### config.mk
export PLATFORM = sky130hd
export DESIGN_NAME = flash_program_erase_sequencer_flat
export DESIGN_NICKNAME = d
export VERILOG_FILES = /design/src/logic/flash_seq_pkg.sv /design/src/logic/flash_seq_if.sv /design/src/logic/flash_program_erase_sequencer.sv /design/src/flat_wrapper.sv
export SDC_FILE = /design/constraint.sdc
export NUM_CORES = 2
export LEC_CHECK = 0
export BUFFER_PORTS_ARGS = -buffer_cell sky130_fd_sc_hd__buf_4
export CAP_MARGIN = 0
export CORE_ASPECT_RATIO = 0.9
export CORE_MARGIN = 5
export CORE_UTILIZATION = 55
export CTS_CLUSTER_SIZE = 20
export DETAILED_ROUTE_END_ITERATION = 10
export PLACE_DENSITY = 0.71
export SLEW_MARGIN = 20
export SYNTH_ARGS = -nofsm -noshare
export SYNTH_HDL_FRONTEND = slang
export SYNTH_SLANG_ARGS = --single-unit
### constraint.sdc
create_clock -name CLK -period 3.5 [get_ports CLK]
set_input_delay 0.175 -clock CLK [delete_from_list [all_inputs] [get_ports CLK]]
set_output_delay 0.175 -clock CLK [all_outputs]
set_load 0.03 [all_outputs]
### src/logic/flash_seq_pkg.sv
// Constants, encodings and types shared by the core and sequencer ends
// Functional notes
// - Software writes 55h then AAh before start
// - No operation starts without the unlock sequence
// - Core stalls for the whole operation
// - Start bit 15 launches; hardware clears it
// - Start bit is set-only; zero means idle
// - Enable bit 14 clear inhibits every operation
// - Error bit 13 set on improper start attempt
// - Erase bit 6 selects erase or program variant
// - Codes 0011 word, 0001 row program, erase clear
// - Codes 0010 page, 1111 bulk erase, erase set
// - Bulk erase only in serial programming mode
// - Other operation codes perform no operation
// - Control bits reset only at power-on
// - Bits 12-7 and 5-4 read as zero
// - Erase the eight-row block before rewriting rows
// - Block erase: code 0010, erase, enable, keys, start
// - Row program: load 64 words, code 0001, keys, start
// - Two idle instructions follow the start write
// - Table writes sit in latches until commit
// - Blocks aligned on 1536 and 192 byte bounds
`default_nettype none
package flash_seq_pkg;
	localparam int  CTL_START_BIT   = 15;
	localparam int  CTL_ENABLE_BIT  = 14;
	localparam int  CTL_ERROR_BIT   = 13;
	localparam int  CTL_ERASE_BIT   = 6;
	localparam logic [15:0] CTL_RESET = 16'h0000;
	localparam logic [7:0]  KEY_FIRST  = 8'h55;
	localparam logic [7:0]  KEY_SECOND = 8'hAA;
	localparam logic [3:0]  OPC_ROW  = 4'h1;
	localparam logic [3:0]  OPC_PAGE = 4'h2;
	localparam logic [3:0]  OPC_WORD = 4'h3;
	localparam logic [3:0]  OPC_BULK = 4'hF;
	localparam logic        PORT_CONTROL = 1'b0;
	localparam logic        PORT_KEY     = 1'b1;
	localparam int  ROW_WORDS        = 64;
	// Two address units per instruction: 192 and 1536 byte blocks
	localparam logic [23:0] ROW_ALIGN   = 24'hFFFF80;
	localparam logic [23:0] BLOCK_ALIGN = 24'hFFFC00;
	localparam logic [3:0]  UNLOCK_WINDOW = 4'h4;
	localparam int  WORD_PROG_CYCLES = 100;
	localparam int  ROW_PROG_CYCLES  = 200;
	localparam int  ERASE_CYCLES     = 400;
	localparam logic [7:0] REG_CMD       = 8'h00;
	localparam logic [7:0] REG_STATUS    = 8'h04;
	localparam logic [7:0] REG_PAGE      = 8'h08;
	localparam logic [7:0] REG_POINTER   = 8'h0C;
	localparam logic [7:0] REG_LATCH     = 8'h10;
	localparam logic [7:0] REG_LATCH_IDX = 8'h14;
	localparam int  CMD_GO_BIT        = 15;
	localparam int  CMD_SKIP_KEYS_BIT = 8;
	localparam logic [15:0] CMD_CTL_MASK = 16'h404F;

	typedef enum logic [2:0] {
		OP_NONE, OP_WORD, OP_ROW, OP_PAGE, OP_BULK
	} op_kind_t;
endpackage
`default_nettype wire
### src/logic/flash_seq_if.sv
// Register and table-write port between processor core and sequencer
`default_nettype none
interface flash_seq_if;
	logic        wr;
	logic        sel;
	logic [15:0] wdata;
	logic [15:0] rdata;
	logic        stall;
	logic        tbl_we;
	logic [5:0]  tbl_idx;
	logic [23:0] tbl_data;
	logic [23:0] tbl_addr;

	modport core (output wr, sel, wdata, tbl_we, tbl_idx, tbl_data, tbl_addr,
		input rdata, stall);
	modport seq (input wr, sel, wdata, tbl_we, tbl_idx, tbl_data, tbl_addr,
		output rdata, stall);
endinterface
`default_nettype wire

### src/logic/flash_program_erase_sequencer.sv
// Device end: unlock keys, control register, latches, self-timed operation
`default_nettype none
module flash_program_erase_sequencer #(
	parameter int unsigned WORD_CYCLES  = flash_seq_pkg::WORD_PROG_CYCLES,
	parameter int unsigned ROW_CYCLES   = flash_seq_pkg::ROW_PROG_CYCLES,
	parameter int unsigned ERASE_CYCLES = flash_seq_pkg::ERASE_CYCLES
) (
	input  wire logic               CLK,
	input  wire logic               RST_N,
	input  wire logic               SYS_RST_N,
	flash_seq_if.seq                BUS,
	input  wire logic               SERIAL_PROG_MODE,
	output logic                    FLASH_ACTIVE,
	output flash_seq_pkg::op_kind_t FLASH_KIND,
	output logic [23:0]             FLASH_ADDR,
	output logic                    FLASH_WE,
	output logic [5:0]              FLASH_WIDX,
	output logic [23:0]             FLASH_WDATA
);
	typedef enum logic [1:0] {
		KEY_IDLE = 2'b00,
		KEY_HALF = 2'b01,
		KEY_OPEN = 2'b11
	} key_state_t;

	typedef enum logic [1:0] {
		SEQ_IDLE = 2'b00,
		SEQ_RUN  = 2'b01,
		SEQ_DONE = 2'b11
	} seq_state_t;

	logic                    serial_meta;
	logic                    serial_sync;
	key_state_t              key_state;
	logic [3:0]              window;
	seq_state_t              seq_state;
	logic                    start_bit;
	logic                    enable;
	logic                    error;
	logic                    erase;
	logic [3:0]              opsel;
	flash_seq_pkg::op_kind_t run_kind;
	logic [15:0]             run_cnt;
	logic [15:0]             run_len;
	logic [5:0]              word_idx;
	logic [23:0]             hold_latch [flash_seq_pkg::ROW_WORDS];
	logic                    key_wr;
	logic                    ctl_wr;
	logic                    start_try;
	logic                    start_ok;
	logic                    finish;

	function automatic flash_seq_pkg::op_kind_t decode(input logic [3:0] op,
		input logic ers, input logic serial);
		flash_seq_pkg::op_kind_t k;
		k = flash_seq_pkg::OP_NONE;
		case (op)
			flash_seq_pkg::OPC_WORD: if (!ers) k = flash_seq_pkg::OP_WORD;
			flash_seq_pkg::OPC_ROW:  if (!ers) k = flash_seq_pkg::OP_ROW;
			flash_seq_pkg::OPC_PAGE: if (ers) k = flash_seq_pkg::OP_PAGE;
			flash_seq_pkg::OPC_BULK: if (ers && serial) begin
				k = flash_seq_pkg::OP_BULK;
			end
			default: k = flash_seq_pkg::OP_NONE;
		endcase
		return k;
	endfunction

	function automatic logic [23:0] align(input logic [23:0] a,
		input flash_seq_pkg::op_kind_t k);
		case (k)
			flash_seq_pkg::OP_ROW:  return a & flash_seq_pkg::ROW_ALIGN;
			flash_seq_pkg::OP_PAGE: return a & flash_seq_pkg::BLOCK_ALIGN;
			flash_seq_pkg::OP_BULK: return 24'h000000;
			default:                return a;
		endcase
	endfunction

	function automatic logic [15:0] duration(input flash_seq_pkg::op_kind_t k);
		case (k)
			flash_seq_pkg::OP_WORD: return WORD_CYCLES[15:0];
			flash_seq_pkg::OP_ROW:  return ROW_CYCLES[15:0];
			flash_seq_pkg::OP_PAGE: return ERASE_CYCLES[15:0];
			flash_seq_pkg::OP_BULK: return ERASE_CYCLES[15:0];
			default:                return 16'h0001;
		endcase
	endfunction

	// Writes while busy cannot come from a stalled core; drop them
	assign key_wr    = BUS.wr && BUS.sel == flash_seq_pkg::PORT_KEY && !start_bit;
	assign ctl_wr    = BUS.wr && BUS.sel == flash_seq_pkg::PORT_CONTROL && !start_bit;
	assign start_try = ctl_wr && BUS.wdata[flash_seq_pkg::CTL_START_BIT];
	assign start_ok  = start_try && key_state == KEY_OPEN
		&& BUS.wdata[flash_seq_pkg::CTL_ENABLE_BIT];
	assign finish    = seq_state == SEQ_DONE;

	always_ff @(posedge CLK or negedge RST_N) begin
		if (!RST_N) begin
			serial_meta <= 1'b0;
			serial_sync <= 1'b0;
		end else begin
			serial_meta <= SERIAL_PROG_MODE;
			serial_sync <= serial_meta;
		end
	end

	// Unlock needs two consecutive key writes, then expires quickly
	always_ff @(posedge CLK or negedge RST_N) begin
		if (!RST_N) begin
			key_state <= KEY_IDLE;
			window    <= 4'h0;
		end else if (!SYS_RST_N || start_try) begin
			key_state <= KEY_IDLE;
			window    <= 4'h0;
		end else if (key_wr) begin
			window <= flash_seq_pkg::UNLOCK_WINDOW;
			if (BUS.wdata[7:0] == flash_seq_pkg::KEY_SECOND && key_state == KEY_HALF) begin
				key_state <= KEY_OPEN;
			end else if (BUS.wdata[7:0] == flash_seq_pkg::KEY_FIRST) begin
				key_state <= KEY_HALF;
			end else begin
				key_state <= KEY_IDLE;
			end
		end else if (ctl_wr) begin
			key_state <= KEY_IDLE;
		end else if (key_state == KEY_OPEN) begin
			if (window == 4'h1) begin
				key_state <= KEY_IDLE;
			end
			window <= window - 4'h1;
		end
	end

	// Only power-on reset touches the control bits
	always_ff @(posedge CLK or negedge RST_N) begin
		if (!RST_N) begin
			enable <= flash_seq_pkg::CTL_RESET[flash_seq_pkg::CTL_ENABLE_BIT];
			erase  <= flash_seq_pkg::CTL_RESET[flash_seq_pkg::CTL_ERASE_BIT];
			opsel  <= flash_seq_pkg::CTL_RESET[3:0];
		end else if (ctl_wr) begin
			enable <= BUS.wdata[flash_seq_pkg::CTL_ENABLE_BIT];
			erase  <= BUS.wdata[flash_seq_pkg::CTL_ERASE_BIT];
			opsel  <= BUS.wdata[3:0];
		end
	end

	always_ff @(posedge CLK or negedge RST_N) begin
		if (!RST_N) begin
			start_bit <= flash_seq_pkg::CTL_RESET[flash_seq_pkg::CTL_START_BIT];
		end else if (start_ok) begin
			start_bit <= 1'b1;
		end else if (finish) begin
			start_bit <= 1'b0;
		end
	end

	// Any start attempt flags, cleared again by normal completion
	always_ff @(posedge CLK or negedge RST_N) begin
		if (!RST_N) begin
			error <= flash_seq_pkg::CTL_RESET[flash_seq_pkg::CTL_ERROR_BIT];
		end else if (start_try) begin
			error <= 1'b1;
		end else if (finish) begin
			error <= 1'b0;
		end else if (ctl_wr) begin
			error <= BUS.wdata[flash_seq_pkg::CTL_ERROR_BIT];
		end
	end

	always_ff @(posedge CLK or negedge RST_N) begin
		if (!RST_N) begin
			seq_state  <= SEQ_IDLE;
			run_kind   <= flash_seq_pkg::OP_NONE;
			run_cnt    <= 16'h0000;
			run_len    <= 16'h0001;
			FLASH_ADDR <= 24'h000000;
			word_idx   <= 6'h00;
		end else begin
			case (seq_state)
				SEQ_IDLE: if (start_ok) begin
					seq_state  <= SEQ_RUN;
					run_kind   <= decode(BUS.wdata[3:0],
						BUS.wdata[flash_seq_pkg::CTL_ERASE_BIT], serial_sync);
					run_len    <= duration(decode(BUS.wdata[3:0],
						BUS.wdata[flash_seq_pkg::CTL_ERASE_BIT], serial_sync));
					FLASH_ADDR <= align(BUS.tbl_addr, decode(BUS.wdata[3:0],
						BUS.wdata[flash_seq_pkg::CTL_ERASE_BIT], serial_sync));
					word_idx   <= BUS.tbl_addr[6:1];
					run_cnt    <= 16'h0000;
				end
				SEQ_RUN: begin
					run_cnt <= run_cnt + 16'h0001;
					if (run_cnt == run_len - 16'h0001) begin
						seq_state <= SEQ_DONE;
					end
				end
				SEQ_DONE: seq_state <= SEQ_IDLE;
				default:  seq_state <= SEQ_IDLE;
			endcase
		end
	end

	// Latches hold data only; no reset needed
	always_ff @(posedge CLK) begin
		if (BUS.tbl_we && !start_bit) begin
			hold_latch[BUS.tbl_idx] <= BUS.tbl_data;
		end
	end

	// Commit latched words while the program operation runs
	always_ff @(posedge CLK or negedge RST_N) begin
		if (!RST_N) begin
			FLASH_WE    <= 1'b0;
			FLASH_WIDX  <= 6'h00;
			FLASH_WDATA <= 24'h000000;
		end else if (seq_state == SEQ_RUN && run_kind == flash_seq_pkg::OP_ROW
			&& run_cnt < 16'(flash_seq_pkg::ROW_WORDS)) begin
			FLASH_WE    <= 1'b1;
			FLASH_WIDX  <= run_cnt[5:0];
			FLASH_WDATA <= hold_latch[run_cnt[5:0]];
		end else if (seq_state == SEQ_RUN && run_kind == flash_seq_pkg::OP_WORD
			&& run_cnt == 16'h0000) begin
			FLASH_WE    <= 1'b1;
			FLASH_WIDX  <= word_idx;
			FLASH_WDATA <= hold_latch[word_idx];
		end else begin
			FLASH_WE <= 1'b0;
		end
	end

	assign FLASH_ACTIVE = seq_state == SEQ_RUN && run_kind != flash_seq_pkg::OP_NONE;
	assign FLASH_KIND   = run_kind;
	assign BUS.stall    = start_bit;
	assign BUS.rdata    = {start_bit, enable, error, 6'h00, erase, 2'h0, opsel};
endmodule
`default_nettype wire

### src/flat_wrapper.sv
// flat-port wrapper written by rule: the top's interface ports become plain ports
module flash_program_erase_sequencer_flat 
#(
	parameter int unsigned WORD_CYCLES  = flash_seq_pkg::WORD_PROG_CYCLES,
	parameter int unsigned ROW_CYCLES   = flash_seq_pkg::ROW_PROG_CYCLES,
	parameter int unsigned ERASE_CYCLES = flash_seq_pkg::ERASE_CYCLES
)
  (CLK, RST_N, SYS_RST_N, SERIAL_PROG_MODE, FLASH_ACTIVE, FLASH_KIND, FLASH_ADDR, FLASH_WE, FLASH_WIDX, FLASH_WDATA, BUS_wr, BUS_sel, BUS_wdata, BUS_tbl_we, BUS_tbl_idx, BUS_tbl_data, BUS_tbl_addr, BUS_rdata, BUS_stall);
  flash_seq_if BUS_i ();
  input  wire logic CLK;
  input  wire logic RST_N;
  input  wire logic SYS_RST_N;
  input  wire logic SERIAL_PROG_MODE;
  output logic FLASH_ACTIVE;
  output flash_seq_pkg::op_kind_t FLASH_KIND;
  output logic [23:0] FLASH_ADDR;
  output logic FLASH_WE;
  output logic [5:0] FLASH_WIDX;
  output logic [23:0] FLASH_WDATA;
  input wire logic [$bits(BUS_i.wr)-1:0] BUS_wr;
  input wire logic [$bits(BUS_i.sel)-1:0] BUS_sel;
  input wire logic [$bits(BUS_i.wdata)-1:0] BUS_wdata;
  input wire logic [$bits(BUS_i.tbl_we)-1:0] BUS_tbl_we;
  input wire logic [$bits(BUS_i.tbl_idx)-1:0] BUS_tbl_idx;
  input wire logic [$bits(BUS_i.tbl_data)-1:0] BUS_tbl_data;
  input wire logic [$bits(BUS_i.tbl_addr)-1:0] BUS_tbl_addr;
  output wire logic [$bits(BUS_i.rdata)-1:0] BUS_rdata;
  output wire logic [$bits(BUS_i.stall)-1:0] BUS_stall;
  assign BUS_i.wr = BUS_wr;
  assign BUS_i.sel = BUS_sel;
  assign BUS_i.wdata = BUS_wdata;
  assign BUS_i.tbl_we = BUS_tbl_we;
  assign BUS_i.tbl_idx = BUS_tbl_idx;
  assign BUS_i.tbl_data = BUS_tbl_data;
  assign BUS_i.tbl_addr = BUS_tbl_addr;
  assign BUS_rdata = BUS_i.rdata;
  assign BUS_stall = BUS_i.stall;
  flash_program_erase_sequencer #(.WORD_CYCLES(WORD_CYCLES), .ROW_CYCLES(ROW_CYCLES), .ERASE_CYCLES(ERASE_CYCLES)) u_core (.CLK(CLK), .RST_N(RST_N), .SYS_RST_N(SYS_RST_N), .BUS(BUS_i), .SERIAL_PROG_MODE(SERIAL_PROG_MODE), .FLASH_ACTIVE(FLASH_ACTIVE), .FLASH_KIND(FLASH_KIND), .FLASH_ADDR(FLASH_ADDR), .FLASH_WE(FLASH_WE), .FLASH_WIDX(FLASH_WIDX), .FLASH_WDATA(FLASH_WDATA));
endmodule
==> run summary <==
Derived from the worst setup path, the maximum achievable clock frequency is 300 MHz. Hold is met by 0.0798 ns. The number of buffers added for setup after CTS was 0. The worst IR drop on VDD came out at 0.516 mV.

The required time of the critical path was 4.18 ns. The worst path needs 3.33 ns of the cycle, external delays included. Summing over every cut layer, the via total after detailed routing is 44,754.

After synthesis, the netlist uses 66 different library cells. The internal portion of the total power is 31.2 mW. The first-iteration detailed-routing DRC count came out at 6,359. The critical path contains buffers and inverters numbering 4 combined. The run gives 153 as the count of boundary I/O pins. The count of nets left with antenna violations once routing finished came out at 0. On the worst path, the slowest cell contributes a delay of 0.76 ns.

The placed wire-length estimate after detailed placement was 135,000 µm; the async set or reset register ratio after synthesis was 0.0634. The average vias per placed instance is 7.14. The run gives 1,640 as the TritonCTS sink count. The iteration count of the initial detailed-routing pass is 6.

The average detailed-routed wire length per instance came out at 35.9 µm. TritonCTS built the clock tree. The most numerous cell type found on the critical path is sky130_fd_sc_hd__buf_12. The initialized floorplan defines 129 standard-cell rows. The fraction of final layout cells sized beyond drive strength 1 came out at 0.334.

Max-cap violations in this run came to 0. For the combinational share of power, the log shows 0.013. The critical path capture point type is a flop. The number of clock buffers added by TritonCTS is 164.

The clock tree synthesis step divided the H-tree into 4 levels. Yosys instantiated no cell more often than sky130_fd_sc_hd__edfxtp_1. Clock tree synthesis selected as its root buffer the cell sky130_fd_sc_hd__clkbuf_16. The cell at the slowest stage of the critical path is sky130_fd_sc_hd__dfrtp_4. The first global-routing pass estimated 321,000 µm of wire. The number of synthesized register bits was 1,640; the die height was 362 µm. For this design the total switching power over the nets is 7.91 mW. Summed over all failing endpoints, the final setup total negative slack is 0 ns. In this run the horizontal extent of the chip is 401 µm. In this run, post-CTS hold repair placed 83 buffers. For the global-route met3 utilization, the log shows 0.0712. The via count of the first global-routing pass came out at 44,664. The path class of the tightest hold or removal check is in2async. The cell count after synthesis came out at 3,965.

The run finished with clean final reports. At the end of routability-driven placement, the weighted congestion stood at 0.885. By area the synthesized netlist is led by sky130_fd_sc_hd__edfxtp_1 61%, sky130_fd_sc_hd__mux4_2 22%, sky130_fd_sc_hd__mux2i_1 4.3%. Setup violations remaining at the end of the flow were counted as 0.

The mapped netlist covers 75,800 µm². The clock group share of total power was 0.439; the global routing met1 resource utilization was 0.434. The region available for standard cell placement spans 137,000 µm². The largest fanout on the critical path works out to 31. The initial antenna violation count was 16; the total routed wirelength was 225,000 µm. At the worst endpoint, the arrival time is 4.01 ns.

The switching power as a share of total power is 0.202, and the maximum number of buffers from clock root to sink is 3. Clock-pin slew of the registers on the worst-case setup and hold paths: 0.06 ns. Power spread over the standard cell area amounts to 450 nW/µm². Setup repair after global routing left no endpoint under its margin. The logs give 0.472 for the global routing met2 resource utilization and 0 for the number of gates resized after cts. The worst setup path is launched from a flop. The run gives 0.552 as the initial standard-cell utilization of the core. Traced cell by cell, the critical path runs through buf_12, buf_12, buf_12, mux4_2, mux2i_1, a221oi_1, buf_4, a21oi_1, o2111ai_1. During synthesis, Yosys emitted a total of 0 warnings. Entering global routing, the biggest net connects 128 pins. For the static leakage, the log shows 27.7 nW.

Buffers placed on the I/O ports in this run total 139. The layout net count was 4,377; the sequential area share after synthesis was 0.643. met2 is the most crowded layer.

DRC violation count after routing: 0. The predominant post-synthesis flop cell was sky130_fd_sc_hd__edfxtp_1. For the worst clock skew, the log shows 0.0338 ns. The total overflow left after global routing is 0. The area growth from synthesis to final layout works out to 14.8%.

The die covers 145,000 µm². At the later pin of the worst-skew pair, clock insertion delay measures 0.81 ns. Post-route clock period utilization: 0.951.

sky130_fd_sc_hd__edfxtp_1 takes more of the synthesized area than any other cell. Among cell families on the critical path, the largest total delay comes from multiplexers. The area share of the largest cell type after synthesis was 0.609; the overall fraction of global-route tracks in use was 0.310.

The number of pins exceeding their max-slew limit in the final report is 0. Counting flops with a built-in enable in the synthesized netlist gives 1,536. A synthesized cell averages 19.1 µm². The worst max-slew margin expressed relative to the limit came out at 0.310.

The sequential cell fraction of total power is 0.548, and the number of endpoints with negative hold slack in the final report is 0. The commonest cells after synthesis are 1,536 x sky130_fd_sc_hd__edfxtp_1, 748 x sky130_fd_sc_hd__mux4_2, 323 x sky130_fd_sc_hd__mux2i_1, 211 x sky130_fd_sc_hd__nand2_1, 156 x sky130_fd_sc_hd__clkbuf_1. Slew at the pin closest to its max-slew limit: 1.03 ns. The worst setup path is of the reg2reg kind.
-- cell families (layout without fill, tap and decap cells) --
group / count (synthesis) / count (layout) / synth area share
DFF: 1640 / 1640 / 0.643
muxes: 1090 / 1090 / 0.268
and+or+nand+nor: 476 / 476 / 0.0294
AOI/OAI and AO/OA: 413 / 413 / 0.0376
buffers and inverters: 329 / 786 / 0.0199
xor gates and xnor gates: 11 / 11 / 0.00127
adders and majority gates: 5 / 5 / 0.000826
other: 1 / 13 / 0.0000495
-- placed cells by master (no fill, tap or decap), drive strengths merged, types with 6 or more instances in the layout --
cell | netlist | routed
nor2b | 42 | 42
edfxtp | 1536 | 1536
buf | 159 | 389
xor2 | 6 | 6
nand4 | 24 | 24
or3 | 6 | 6
a22o | 15 | 15
nand2 | 212 | 212
a22oi | 100 | 100
a211oi | 20 | 20
inv | 14 | 23
dfrtp | 103 | 103
bufinv | 0 | 9
mux2 | 19 | 19
nand3b | 8 | 8
dlygate4sd3 | 0 | 83
a41oi | 38 | 38
clkbuf | 156 | 224
a221oi | 14 | 14
nor3 | 15 | 15
a21oi | 84 | 84
o2111ai | 25 | 25
o21ai | 77 | 77
clkinv | 0 | 57
mux4 | 748 | 748
conb | 1 | 8
mux2i | 323 | 323
nor2 | 102 | 102
nand3 | 26 | 26
a31oi | 6 | 6
-- layout make-up --
type,instances,area [µm²]
well taps,1834,2290
diodes,5,12.5
flip-flops and latches,1640,48800
multi-input cells,2003,26100
fillers,9294,50200
repair buffers,472,4580
clock buffers,224,4460
clock inverters,76,731
inverters,14,52.6
-- state kept, by name, indices dropped and copies added, names as in the netlist, 2 cells and up --
signal              flops
u_core.hold_latch    1536
u_core.FLASH_ADDR      24
u_core.FLASH_WDATA     24
u_core.run_cnt         16
u_core.FLASH_WIDX       6
u_core.run_len          6
u_core.word_idx         6
u_core.opsel            4
u_core.window           4
u_core.FLASH_KIND       3
u_core.key_state        2
u_core.seq_state        2
-- worst reg2reg max path: stages, from the launching register on --
cell,delay (ns)
sky130_fd_sc_hd__dfrtp_4,0.76
sky130_fd_sc_hd__buf_12,0.29
sky130_fd_sc_hd__buf_12,0.32
sky130_fd_sc_hd__buf_12,0.21
sky130_fd_sc_hd__mux4_2,0.50
sky130_fd_sc_hd__mux2i_1,0.48
sky130_fd_sc_hd__a221oi_1,0.22
sky130_fd_sc_hd__buf_4,0.18
sky130_fd_sc_hd__a21oi_1,0.13
sky130_fd_sc_hd__o2111ai_1,0.11
-- per-layer routing --
layer / vias to the layer above / share of wire / wire, µm
li1: 17544 / - / -
met1: 23435 / 0.37 / 82900
met2: 3233 / 0.46 / 103000
met3: 524 / 0.12 / 27000
met4: 18 / 0.050 / 11300
met5: - / 0.00044 / 100
-- power by group through the flow --
stage               Sequential [mW]  Clock (mW)  Combinational [mW]
floorplan                      21.9           0              0.0515
global placement               21.9           0               0.429
detailed placement             21.9           0               0.444
CTS                            21.4        17.4               0.510
global route                   21.4        18.3               0.549
finish                         21.4        17.2               0.513
-- metrics by stage --
stage          power, mW  worst slack (ns)  area [µm²]  cells  utilization
2_1_floorplan       21.9             0.330       75800   3972            -
3_3_place_gp        22.3             0.199       81000   5880        0.590
3_5_place_dp        22.3             0.171       81000   5880        0.590
4_1_cts             39.3             0.163       87000   6263        0.634
5_1_grt             40.2            0.0222       87000   6264        0.634
6_report            39.1             0.171       87000   6268        0.634
-- worst paths after layout --
path | from | slack [ns] | cells past startpoint | endpoint
worst min-delay path | RST_N | 0.08 | 2 | u_core.FLASH_WIDX[2]$_DFFE_PN0P_
max in group asynchronous | RST_N | 2.60 | 3 | u_core.opsel[1]$_DFFE_PN0P_
worst max register to register | u_core.word_idx[0]$_DFFE_PN0P_ | 0.17 | 9 | u_core.FLASH_WDATA[20]$_DFFE_PN0P_
worst max-delay path | u_core.word_idx[0]$_DFFE_PN0P_ | 0.17 | 9 | u_core.FLASH_WDATA[20]$_DFFE_PN0P_
worst min register to register | u_core.serial_meta$_DFF_PN0_ | 0.35 | 0 | u_core.serial_sync$_DFF_PN0_
min in group CLK | BUS_tbl_addr[3] | 0.14 | 3 | u_core.FLASH_ADDR[3]$_DFFE_PN0P_
Power figures use the tool's default switching activity.
